[src/qecd_defines.vh]
// Constants for the quad-enable status decoder.
// Assumes byte-addressed 32-bit register port and a single-bit serial link.
`ifndef QECD_DEFINES_VH
`define QECD_DEFINES_VH

// Register offsets (byte addresses)
`define QECD_OFS_PARAM 8'h00
`define QECD_OFS_CFG 8'h04
`define QECD_OFS_EXTCFG 8'h08
`define QECD_OFS_STAT 8'h0C

// Parameter word fields
`define QECD_PW_HOLDDIS 23
`define QECD_PW_QER_HI 22
`define QECD_PW_QER_LO 20

// Config register fields
`define QECD_CFG_QER_HI 2
`define QECD_CFG_QER_LO 0
`define QECD_CFG_HOLDDIS 3
`define QECD_EXTCFG_HOLD 4

// Reset values
`define QECD_RST_QER 3'h0
`define QECD_RST_EXTCFG 8'h10
`define QECD_RST_SR 8'h00

// Quad-enable requirement codes
`define QECD_QER_NONE 3'h0
`define QECD_QER_SR2B1_CLR 3'h1
`define QECD_QER_SR1B6 3'h2
`define QECD_QER_SR2B7 3'h3
`define QECD_QER_SR2B1_KEEP 3'h4
`define QECD_QER_SR2B1_TWO 3'h5
`define QECD_QER_SR2B1_SEP 3'h6

// Serial instructions
`define QECD_CMD_RDSR1 8'h05
`define QECD_CMD_RDSR2 8'h35
`define QECD_CMD_RDSR2ALT 8'h3F
`define QECD_CMD_WRSR 8'h01
`define QECD_CMD_WRSR2 8'h31
`define QECD_CMD_WRSR2ALT 8'h3E
`define QECD_CMD_RD114 8'h6B
`define QECD_CMD_RD144 8'hEB
`define QECD_CMD_PP114 8'h32

`endif

[src/qecd_quad_enable_config_decode.v]
// Device-side quad-enable status decoder: serial status commands,
// quad-enable bit placement, hold pin handling and a parameter word.
// Assumes serial pins arrive asynchronously; clk is much faster than sclk.
`timescale 1ns/1ps
`include "qecd_defines.vh"

module qecd_quad_enable_config_decode (
  // Clock, reset, enable
  input wire clk,
  input wire reset,
  input wire clkEn,
  // Register port
  input wire [7:0] regAddr,
  input wire [31:0] regWrData,
  input wire regWr,
  input wire regRd,
  output reg [31:0] regRdData_ff,
  // Serial link pins
  input wire sclk,
  input wire chipSelN,
  input wire dataLineZero,
  input wire dataLineThree,
  output reg dataLineOneOut_ff,
  output reg dataLineOneOutEnN_ff,
  // Status towards the array logic
  output reg quadActive_ff,
  output reg dataLineThreeIsData_ff,
  output reg holdActive_ff,
  output reg quadEnable_ff
);

  // Engine states, one-hot
  localparam [3:0] ST_CMD = 4'b0001;
  localparam [3:0] ST_RD = 4'b0010;
  localparam [3:0] ST_WR = 4'b0100;
  localparam [3:0] ST_SKIP = 4'b1000;

  // Effective quad-enable bit for a given requirement code
  function qeOf;
    input [2:0] code;
    input [7:0] s1;
    input [7:0] s2;
    begin
      case (code)
        `QECD_QER_NONE: qeOf = 1'b1;
        `QECD_QER_SR1B6: qeOf = s1[6];
        `QECD_QER_SR2B7: qeOf = s2[7];
        `QECD_QER_SR2B1_CLR, `QECD_QER_SR2B1_KEEP,
        `QECD_QER_SR2B1_TWO, `QECD_QER_SR2B1_SEP: qeOf = s2[1];
        default: qeOf = 1'b0; // Reserved code never grants quad
      endcase
    end
  endfunction

  // Pin synchronisers: bit0 sclk, bit1 chipSelN, bit2 line zero, bit3 line three
  reg [3:0] syncA_ff;
  reg [3:0] syncB_ff;
  reg [3:0] syncC_ff;
  reg [3:0] pinStb_ff; // Accepted pin levels
  reg [3:0] nxt_pinStb;
  wire [3:0] pinRaw;
  assign pinRaw = {dataLineThree, dataLineZero, chipSelN, sclk};

  // Software-visible state
  reg [2:0] qerCode_ff; // Quad requirement code
  reg holdDisSup_ff; // Hold-disable capability advertised
  reg [7:0] extCfg_ff; // Extended config, bit4 keeps hold on
  reg [7:0] sr1_ff; // Status register one
  reg [7:0] sr2_ff; // Status register two

  // Serial engine state
  reg [3:0] state_ff;
  reg [2:0] bitCnt_ff; // Bit within current byte
  reg [6:0] inSh_ff; // Incoming bits, first one ends on top
  reg [7:0] outSh_ff; // Outgoing bits, bit7 leaves first
  reg [7:0] cmd_ff; // Current instruction
  reg [7:0] wrByte0_ff; // First written data byte
  reg [7:0] wrByte1_ff; // Second written data byte
  reg [1:0] wrCnt_ff; // Data bytes taken, saturates at two for WRSR, at one for the other writes

  // Derived terms
  wire [31:0] paramWord;
  wire holdEnabled;
  wire sclkRise;
  wire sclkFall;
  wire csHigh;
  wire csRise;
  wire holdNow;
  wire [7:0] byteIn;
  wire qeNow;

  // Parameter word: only the hold-disable bit and requirement code are defined
  assign paramWord = {8'h00, holdDisSup_ff, qerCode_ff, 20'h0_0000};

  // Hold stays on unless capability set and ext bit4 cleared
  assign holdEnabled = ~(holdDisSup_ff & ~extCfg_ff[`QECD_EXTCFG_HOLD]);

  // Edges counted only once second and third stages agree
  assign sclkRise = syncB_ff[0] & syncC_ff[0] & ~pinStb_ff[0];
  assign sclkFall = ~syncB_ff[0] & ~syncC_ff[0] & pinStb_ff[0];
  assign csHigh = pinStb_ff[1];
  assign csRise = syncB_ff[1] & syncC_ff[1] & ~pinStb_ff[1];

  // Line three low pauses the engine while it serves as hold
  assign holdNow = holdEnabled & ~pinStb_ff[3] & ~csHigh
                   & ~dataLineThreeIsData_ff;

  // Bit7 arrives first, so it sits at the top
  assign byteIn = {inSh_ff, pinStb_ff[2]};

  assign qeNow = qeOf(qerCode_ff, sr1_ff, sr2_ff);

  // Agreement filter for all pins
  always @* begin
    nxt_pinStb = (syncB_ff & ~(syncB_ff ^ syncC_ff)) | (pinStb_ff & (syncB_ff ^ syncC_ff));
  end

  // Three-stage synchroniser chain
  always @(posedge clk) begin
    if (reset) begin
      syncA_ff <= 4'h3;
      syncB_ff <= 4'h3;
      syncC_ff <= 4'h3;
      pinStb_ff <= 4'h3;
    end else if (clkEn) begin
      syncA_ff <= pinRaw;
      syncB_ff <= syncA_ff;
      syncC_ff <= syncB_ff;
      pinStb_ff <= nxt_pinStb;
    end
  end

  // Register port: writes and one-cycle-late read data
  always @(posedge clk) begin
    if (reset) begin
      qerCode_ff <= `QECD_RST_QER;
      holdDisSup_ff <= 1'b0;
      extCfg_ff <= `QECD_RST_EXTCFG;
      regRdData_ff <= 32'h0000_0000;
    end else if (clkEn) begin
      if (regWr) begin
        if (regAddr == `QECD_OFS_CFG) begin
          qerCode_ff <= regWrData[`QECD_CFG_QER_HI:`QECD_CFG_QER_LO];
          holdDisSup_ff <= regWrData[`QECD_CFG_HOLDDIS];
        end else if (regAddr == `QECD_OFS_EXTCFG) begin
          extCfg_ff <= regWrData[7:0];
        end
      end
      // Read data stands only in the cycle after the strobe
      if (!regRd) begin
        regRdData_ff <= 32'h0000_0000;
      end else if (regAddr == `QECD_OFS_PARAM) begin
        regRdData_ff <= paramWord;
      end else if (regAddr == `QECD_OFS_CFG) begin
        regRdData_ff <= {28'h000_0000, holdDisSup_ff, qerCode_ff};
      end else if (regAddr == `QECD_OFS_EXTCFG) begin
        regRdData_ff <= {24'h00_0000, extCfg_ff};
      end else if (regAddr == `QECD_OFS_STAT) begin
        regRdData_ff <= {15'h0000, qeNow, sr2_ff, sr1_ff};
      end else begin
        regRdData_ff <= 32'h0000_0000; // Unmapped reads as zero
      end
    end
  end

  // Serial engine: sample on rising sclk, drive on falling sclk
  always @(posedge clk) begin
    if (reset) begin
      state_ff <= ST_CMD;
      bitCnt_ff <= 3'h0;
      inSh_ff <= 7'h00;
      outSh_ff <= 8'h00;
      cmd_ff <= 8'h00;
      wrByte0_ff <= 8'h00;
      wrByte1_ff <= 8'h00;
      wrCnt_ff <= 2'h0;
      sr1_ff <= `QECD_RST_SR;
      sr2_ff <= `QECD_RST_SR;
      dataLineOneOut_ff <= 1'b0;
      dataLineOneOutEnN_ff <= 1'b1;
      quadActive_ff <= 1'b0;
      dataLineThreeIsData_ff <= 1'b0;
      holdActive_ff <= 1'b0;
      quadEnable_ff <= 1'b0;
    end else if (clkEn) begin
      holdActive_ff <= holdNow;
      quadEnable_ff <= qeNow;
      if (csRise) begin
        // Frame end commits any pending status write
        if (state_ff == ST_WR && wrCnt_ff != 2'h0) begin
          if (cmd_ff == `QECD_CMD_WRSR) begin
            sr1_ff <= wrByte0_ff;
            if (wrCnt_ff == 2'h2) begin
              sr2_ff <= wrByte1_ff;
            end else if (qerCode_ff == `QECD_QER_SR2B1_CLR) begin
              sr2_ff <= 8'h00; // One-byte write wipes status two here
            end
          end else if (cmd_ff == `QECD_CMD_WRSR2) begin
            sr2_ff <= wrByte0_ff;
          end else begin
            sr2_ff <= wrByte0_ff;
          end
        end
        state_ff <= ST_CMD;
        bitCnt_ff <= 3'h0;
        wrCnt_ff <= 2'h0;
        quadActive_ff <= 1'b0;
        dataLineThreeIsData_ff <= 1'b0;
        dataLineOneOutEnN_ff <= 1'b1;
      end else if (csHigh) begin
        // Deselected: keep engine parked
        state_ff <= ST_CMD;
        bitCnt_ff <= 3'h0;
        dataLineOneOutEnN_ff <= 1'b1;
      end else if (holdNow) begin
        // Paused by hold: ignore clock edges and release output
        dataLineOneOutEnN_ff <= 1'b1;
      end else if (sclkRise) begin
        inSh_ff <= byteIn[6:0];
        bitCnt_ff <= bitCnt_ff + 3'h1;
        if (bitCnt_ff == 3'h7) begin
          case (state_ff)
            ST_CMD: begin
              cmd_ff <= byteIn;
              if (byteIn == `QECD_CMD_RDSR1) begin
                outSh_ff <= sr1_ff;
                state_ff <= ST_RD;
              end else if (byteIn == `QECD_CMD_RDSR2 ||
                           (byteIn == `QECD_CMD_RDSR2ALT &&
                            qerCode_ff == `QECD_QER_SR2B7)) begin
                outSh_ff <= sr2_ff;
                state_ff <= ST_RD;
              end else if (byteIn == `QECD_CMD_WRSR ||
                           (byteIn == `QECD_CMD_WRSR2 &&
                            qerCode_ff == `QECD_QER_SR2B1_SEP) ||
                           (byteIn == `QECD_CMD_WRSR2ALT &&
                            qerCode_ff == `QECD_QER_SR2B7)) begin
                state_ff <= ST_WR;
              end else if (byteIn == `QECD_CMD_RD114 ||
                           byteIn == `QECD_CMD_RD144 ||
                           byteIn == `QECD_CMD_PP114) begin
                // Quad granted only with the enable bit in force
                quadActive_ff <= qeNow;
                dataLineThreeIsData_ff <= qeNow;
                state_ff <= ST_SKIP;
              end else begin
                state_ff <= ST_SKIP;
              end
            end
            ST_RD: begin
              // Repeated reads stream the same register
              if (cmd_ff == `QECD_CMD_RDSR1) begin
                outSh_ff <= sr1_ff;
              end else begin
                outSh_ff <= sr2_ff;
              end
            end
            ST_WR: begin
              if (wrCnt_ff == 2'h0) begin
                wrByte0_ff <= byteIn;
                wrCnt_ff <= 2'h1;
              end else if (wrCnt_ff == 2'h1 && cmd_ff == `QECD_CMD_WRSR) begin
                wrByte1_ff <= byteIn;
                wrCnt_ff <= 2'h2;
              end
            end
            default: begin
              state_ff <= ST_SKIP;
            end
          endcase
        end
      end else if (sclkFall && state_ff == ST_RD) begin
        // Bit7 goes out first
        dataLineOneOut_ff <= outSh_ff[7];
        dataLineOneOutEnN_ff <= 1'b0;
        outSh_ff <= {outSh_ff[6:0], 1'b0};
      end
    end
  end

endmodule // qecd_quad_enable_config_decode

[config.mk]
export PLATFORM = sky130hd
export DESIGN_NAME = qecd_quad_enable_config_decode
export DESIGN_NICKNAME = d
export VERILOG_FILES = /design/src/qecd_quad_enable_config_decode.v
export VERILOG_INCLUDE_DIRS = /design/src
export SDC_FILE = /design/constraint.sdc
export NUM_CORES = 1
export LEC_CHECK = 0
export BUFFER_PORTS_ARGS = -buffer_cell sky130_fd_sc_hd__buf_2
export CAP_MARGIN = 20
export CORE_MARGIN = 2
export CORE_UTILIZATION = 57
export DETAILED_ROUTE_END_ITERATION = 6
export PLACE_DENSITY = 0.78
export SLEW_MARGIN = 20
export SYNTH_ARGS = -nofsm -noshare
export SYNTH_HDL_FRONTEND = slang
export SYNTH_SLANG_ARGS = --single-unit
export TNS_END_PERCENT = 1
[constraint.sdc]
create_clock -name clk -period 2.8 [get_ports clk]
set_input_delay 0.28 -clock clk [delete_from_list [all_inputs] [get_ports clk]]
set_output_delay 0.28 -clock clk [all_outputs]
set_load 0.02 [all_outputs]
==> results of run 1 <==
cells in the mapped netlist, types with 3 or more instances:
| cell type | number |
|---|---|
| o21ai_0 | 12 |
| inv_1 | 11 |
| nor2b_1 | 5 |
| o211ai_1 | 4 |
| ha_1 | 5 |
| nor2_1 | 99 |
| or3_1 | 3 |
| dfxtp_1 | 118 |
| and3_1 | 11 |
| nor3_1 | 7 |
| nand2b_1 | 9 |
| mux2i_1 | 76 |
| nand4_1 | 6 |
| a22oi_1 | 19 |
| nor4b_1 | 3 |
| a31oi_1 | 3 |
| a211oi_1 | 6 |
| a211oi_2 | 3 |
| a221o_1 | 9 |
| a21o_1 | 8 |
| clkbuf_1 | 34 |
| nand2_1 | 54 |
| o311ai_0 | 4 |
| a21oi_1 | 28 |
| mux2_2 | 4 |
| nand3_1 | 6 |
| buf_4 | 12 |
repair_timing:
item / in CTS / in global routing
buffers inserted: 0 / 0
hold buffers: 5 / 0
endpoints found under the hold margin: 5 / 0
setup endpoints to repair: 0 / 0
worst max-delay path by stage:
stage | from | to | slack, ns | depth (start not counted)
2_1_floorplan | syncB_ff[1] | wrByte1_ff[0] | 0.74 | 6
3_3_place_gp | syncB_ff[1] | wrByte1_ff[0] | 0.46 | 6
3_5_place_dp | extCfg_ff[4] | outSh_ff[1] | 0.40 | 5
4_1_cts | syncB_ff[1] | wrByte1_ff[4] | 0.34 | 6
5_1_grt | syncB_ff[1] | wrByte1_ff[1] | 0.18 | 6
6_report | syncB_ff[1] | wrByte1_ff[4] | 0.27 | 6
metal layers:
metal,up-vias,wire [um],global-route usage (%)
met5,-,0,0
met4,0,373,13.54
met3,41,815,7.114
met2,177,6581,43.47
met1,2288,6261,36.17
li1,2251,-,-
kinds of logic after synthesis:
logic type | count (synthesis)
simple gates | 227
flops | 118
compound gates | 114
mux | 80
buf+inv | 59
fa+ha+maj | 5
other cells | 1
xor+xnor | 1
worst max-delay path, stage by stage (launching register included):
cell and delay, ns:
dfxtp_1 0.35, ha_1 0.31, or3b_2 0.48, a211oi_2 0.46
nand4_2 0.41, mux2i_1 0.32, nor2_1 0.06
power by group:
part,switching (mW),internal (mW)
Combinational,0.108,0.0523
Clock,0.818,1.45
Sequential,0.0115,1.69
final cells by class:
class                   count  area (um2)
clock inverters            14       197.7
flip-flops and latches    118        2362
inverters                  12       45.04
repair buffers             70       410.4
well taps                 129       161.4
clock buffers              18       417.9
fillers                   719        2821
multi-input cells         438        2868
metrics by stage:
| step | utilization, % | setup WS [ns] | std cells | area [um2] |
|---|---|---|---|---|
| finish | 69.61 | 0.2670 | 799 | 6462 |
| global route | 69.61 | 0.1784 | 799 | 6462 |
| CTS | 69.61 | 0.3448 | 799 | 6462 |
| detailed placement | 62.44 | 0.4024 | 762 | 5797 |
| global placement | 62.44 | 0.4606 | 762 | 5797 |
| floorplan | - | 0.7415 | 615 | 5504 |
layout by cell type (no fill, tap or decap), drive strengths merged, types with 7 or more instances in the layout:
cell / count
nand2b: 9
and3: 11
a211oi: 9
nor2: 100
mux2i: 76
a22oi: 19
a221o: 9
nand4: 7
inv: 15
conb: 11
nand3: 8
nand2: 54
a21oi: 28
clkbuf: 18
nor3: 8
buf: 65
o21ai: 12
a21o: 8
dfxtp: 118
sequential cells by signal (all words and copies together) (netlist names), 2 cells and up, named ones only:
name          count
regRdData_ff     21
cmd_ff            8
extCfg_ff         8
outSh_ff          8
sr1_ff            8
sr2_ff            8
wrByte0_ff        8
wrByte1_ff        8
inSh_ff           7
state_ff          4
syncA_ff          4
syncB_ff          4
syncC_ff          4
bitCnt_ff         3
qerCode_ff        3
wrCnt_ff          2
==> flow_metrics.py, run 1 <==
metrics = {
    "run_status": {
        "status": "completed",
    },
    "sta": {
        "hold_viol": 0,
        "slew_headroom_pct": 47.55,
        "tightest_slew_ns": 0.7867,
        "max_freq_mhz": 394.8,
        "finalSetupViolations": 0,
        "min_period_ns": 2.533,
        "rsz0062_at_grt": "no",
        "slew_violations": 0,
        "min_period_over_period_pct": 90.46,
        "timing.hold.ws_ns": 0.01045,
        "skew_ns": 0.008002,
        "fin_tns_setup_ns": 0,
    },
    "synth": {
        "syn_inst": 605,
        "async_reset_ff_share_pct": 0,
        "synth_area_um2": 5466,
        "synthMuxAreaShare_pct": 14.74,
        "synthDistinctLibCells": 63,
        "synth_top_family_by_area": "simple AND/OR/NAND/NOR gates",
        "synth-main-ff-cell": "dfxtp_1",
        "ys_seq_area_share_pct": 43.21,
        "synth_xor_xnor_area_share_pct": 0.1602,
        "synth-compound-area-share_pct": 15.66,
        "synth-seq-cells": 118,
        "synth_edf_count": 0,
        "syn_area_per_cell_um2": 9.036,
        "yosysTopAreaCell": "dfxtp_1",
        "synth_warnings": 0,
        "synth-simple-area-share_pct": 20.00,
        "synthAdderAreaFrac_pct": 1.144,
        "synth_top_area_share_pct": 43.21,
        "synth_area_leaders": "dfxtp_1, mux2i_1, nor2_1",
    },
    "worst_hold_path": {
        "hold_path_end": "holdDisSup_ff",
        "hp-start": "regWrData[3]",
        "hp-class": "primary input to flop",
        "holdPathStages": 3,
    },
    "die": {
        "io_pins": 87,
        "rows": 35,
        "die_w_um": 101.9,
        "start_util_pct": 58.88,
        "die_height_um": 101.9,
        "core_area_um2": 9284,
        "die_area_um2": 10390,
    },
    "pwr": {
        "total_power_mw": 4.137,
        "p_leak_nw": 2.730,
        "power_density_nw_per_um2": 640.2,
        "peakVddDrop_v": 0.0003408,
    },
    "drt": {
        "drt_iter0_drc": 268,
        "drc": 0,
        "wl_per_cell_um": 17.56,
        "ant_nets": 0,
        "wl_um": 14030,
        "vias": 4757,
        "drt-vias-per-instance": 5.954,
        "drtPass1Iterations": 5,
    },
    "setup_path": {
        "critPathMaxFanout": 8,
        "r2r_slack_ns": 0.27,
        "r2r-end": "wrByte1_ff[4]",
        "crit_path_end_kind": "flop",
        "r2r-start": "syncB_ff[1]",
        "required_ns": 3.18,
        "critical_path_class": "flop to flop",
        "r2r_cells": 6,
        "worstPathArrival_ns": 2.92,
        "crit_path_start_kind": "flop",
    },
    "global_route": {
        "grt_use_total_pct": 27.90,
        "grt_overflow": 0,
        "antenna_found_initial": 0,
        "grt_max_degree": 77,
        "grt_pass1_wl_um": 22440,
        "grt_pass1_vias": 4549,
    },
    "placed_design": {
        "dp_hpwl_um": 9616,
        "gp_congestion": 0.9057,
        "io_buffers": 51,
    },
    "cells_and_area": {
        "antenna_cells": 0,
        "nets": 711,
        "final_layout_size_suffix_gt1_share_pct": 17.76,
        "synthToLayoutAreaGrowth_pct": 18.22,
    },
    "run": {
        "maxCapViolCount": 0,
    },
    "clock_tree": {
        "cts.sinks": 118,
        "clk_pin_slew_worst_paths_ns": 0.06,
        "cts_buffers": 17,
        "insertion_delay_ns": 0.52,
        "cts_tree": "built",
        "cts_resized": 0,
        "root_buffer": "clkbuf_8",
        "cts_buffer_depth": 2,
        "cts_max_level": 4,
    },
}
Note: power is estimated with default switching activity, not from simulation.
==> run 2: changes to the inputs <==
Settings changed: CORE_UTILIZATION 57 to 61, PLACE_DENSITY 0.78 to 0.83.
Clock period 2.8 ns to 3.1 ns, I/O delays scaled along.
==> run 2 against run 1 <==
Net effect:
- clock power fell by 7%
- via count up 0.53%
- combinational power is 13% lower
- utilization rose by 3.7 points
- sequential cell count stayed put
- routed wire length grew 0.51%
- cell count is 3.5% lower
- non-clock buffer count is 7 lower
- setup slack better by 0.35 ns
- maximum frequency is 2.2% higher
- critical endpoint is now wrByte1_ff[2]
- largest cell class unchanged
==> flow_metrics.py, run 2 (same netlist as run 1, synthesis figures left out) <==
metrics = {
    "run_status": {
        "status": "completed",
    },
    "cells_and_area": {
        "largest_reg_flops": 21,
        "antenna_cells": 0,
        "final_layout_size_suffix_gt1_share_pct": 17.65,
        "synthToLayoutAreaGrowth_pct": 16.94,
        "utilization_pct": 73.30,
        "nets": 704,
        "final_cell_mix": "dfxtp_1, nor2_1, mux2i_1, nand2_1, buf_2",
        "regMostFlops": "regRdData_ff",
        "mostFrequentLayoutCell": "dfxtp_1",
        "final_cells": 771,
    },
    "clock_tree": {
        "cts_tree": "built",
        "cts_buffers": 17,
        "clk_pin_slew_worst_paths_ns": 0.06,
        "cts_buffer_depth": 2,
        "insertion_delay_ns": 0.52,
        "cts.sinks": 118,
        "cts_resized": 0,
        "cts_max_level": 4,
        "post_cts_buffers": 0,
        "root_buffer": "clkbuf_8",
        "cts_hold_buffers": 1,
    },
    "setup_path": {
        "crit_path_start_kind": "flop",
        "critical_path_class": "flop to flop",
        "critPathMaxFanout": 8,
        "r2r_slack_ns": 0.62,
        "crit_path_end_kind": "flop",
        "required_ns": 3.47,
        "r2r-end": "wrByte1_ff[2]",
        "worstPathArrival_ns": 2.85,
        "r2r-start": "syncB_ff[1]",
        "r2r_cells": 6,
    },
    "drt": {
        "vias": 4782,
        "drc": 0,
        "drt-vias-per-instance": 6.202,
        "drtPass1Iterations": 6,
        "drt_iter0_drc": 399,
        "wl_per_cell_um": 18.29,
        "wl_um": 14100,
        "ant_nets": 0,
    },
    "sta": {
        "skew_ns": 0.006911,
        "tightest_slew_ns": 0.8043,
        "max_freq_mhz": 403.3,
        "rsz0062_at_grt": "no",
        "slew_violations": 0,
        "setup_slack_ns": 0.6206,
        "finalSetupViolations": 0,
        "slew_headroom_pct": 46.38,
        "min_period_ns": 2.479,
        "min_period_over_period_pct": 79.98,
        "fin_tns_setup_ns": 0,
        "hold_viol": 0,
    },
    "global_route": {
        "grt_use_total_pct": 29.27,
        "grt_pass1_vias": 4492,
        "antenna_found_initial": 0,
        "grt_overflow": 0,
        "grt_max_degree": 80,
        "grt_pass1_wl_um": 22600,
    },
    "die": {
        "die_w_um": 98.67,
        "core_area_um2": 8721,
        "die_area_um2": 9735,
        "io_pins": 87,
        "rows": 34,
        "start_util_pct": 62.68,
        "die_height_um": 98.67,
    },
    "placed_design": {
        "gp_congestion": 0.9367,
        "dp.cells": 738,
        "post-place-ws_ns": 0.6818,
        "dp_hpwl_um": 9340,
        "io_buffers": 51,
    },
    "worst_hold_path": {
        "hold_path_end": "syncA_ff[1]",
        "holdPathStages": 3,
        "hp-start": "chipSelN",
        "hp-class": "primary input to flop",
    },
    "pwr": {
        "peakVddDrop_v": 0.0007008,
        "power_density_nw_per_um2": 591.0,
        "p_leak_nw": 2.708,
    },
    "run": {
        "maxCapViolCount": 0,
    },
}
-- run 2: through the flow --
step / area [um2] / hold slack, ns / total power [mW]
5_1_grt: 6392 / 0.03244 / 3.861
4_1_cts: 6392 / 0.007749 / 3.783
3_3_place_gp: 5748 / 0.4398 / 1.702
6_report: 6392 / 0.01350 / 3.778
2_1_floorplan: 5504 / 0.4316 / 1.676
3_5_place_dp: 5748 / 0.4495 / 1.707
-- run 2: layout make-up --
type                    count  area (um2)
repair buffers             63       347.8
multi-input cells         438        2868
clock buffers              19       441.7
flip-flops and latches    118        2362
well taps                 108       135.1
inverters                  12       45.04
clock inverters            13       192.7
fillers                   608        2328
-- run 2: report_power, final --
group	internal, mW	total (mW)	leakage (nW)	switching, mW
Sequential	1.53	1.54	0.953	0.0105
Combinational	0.0440	0.140	1.45	0.0958
Clock	1.36	2.10	0.306	0.740
-- run 2: routing by layer --
metal,part of all wire [%],vias to the layer above,routed length (um),global-route usage [%]
met1,42,2312,5943,38.56
met2,49,198,6851,49.08
met3,7.1,36,1007,6.809
met4,2.1,0,300,7.060
li1,-,2236,-,-
met5,0,-,0,0
-- run 2: worst max path at each step --
| stage | start | end | slack [ns] | cells past startpoint |
|---|---|---|---|---|
| global placement | clkEn | wrByte1_ff[2] | 0.75 | 6 |
| detailed placement | clkEn | outSh_ff[1] | 0.68 | 6 |
| finish | syncB_ff[1] | wrByte1_ff[2] | 0.62 | 6 |
| global route | syncB_ff[1] | wrByte1_ff[1] | 0.53 | 6 |
| CTS | syncB_ff[1] | wrByte1_ff[2] | 0.67 | 6 |
| floorplan | syncB_ff[1] | wrByte1_ff[0] | 1.04 | 6 |
-- run 2: critical path, cell delays in order (launching register included) --
cell and delay, ns:
dfxtp_1 0.34, ha_1 0.30, or3b_2 0.48, a211oi_2 0.41, nand4_2 0.42, mux2i_1 0.30
nor2_1 0.06
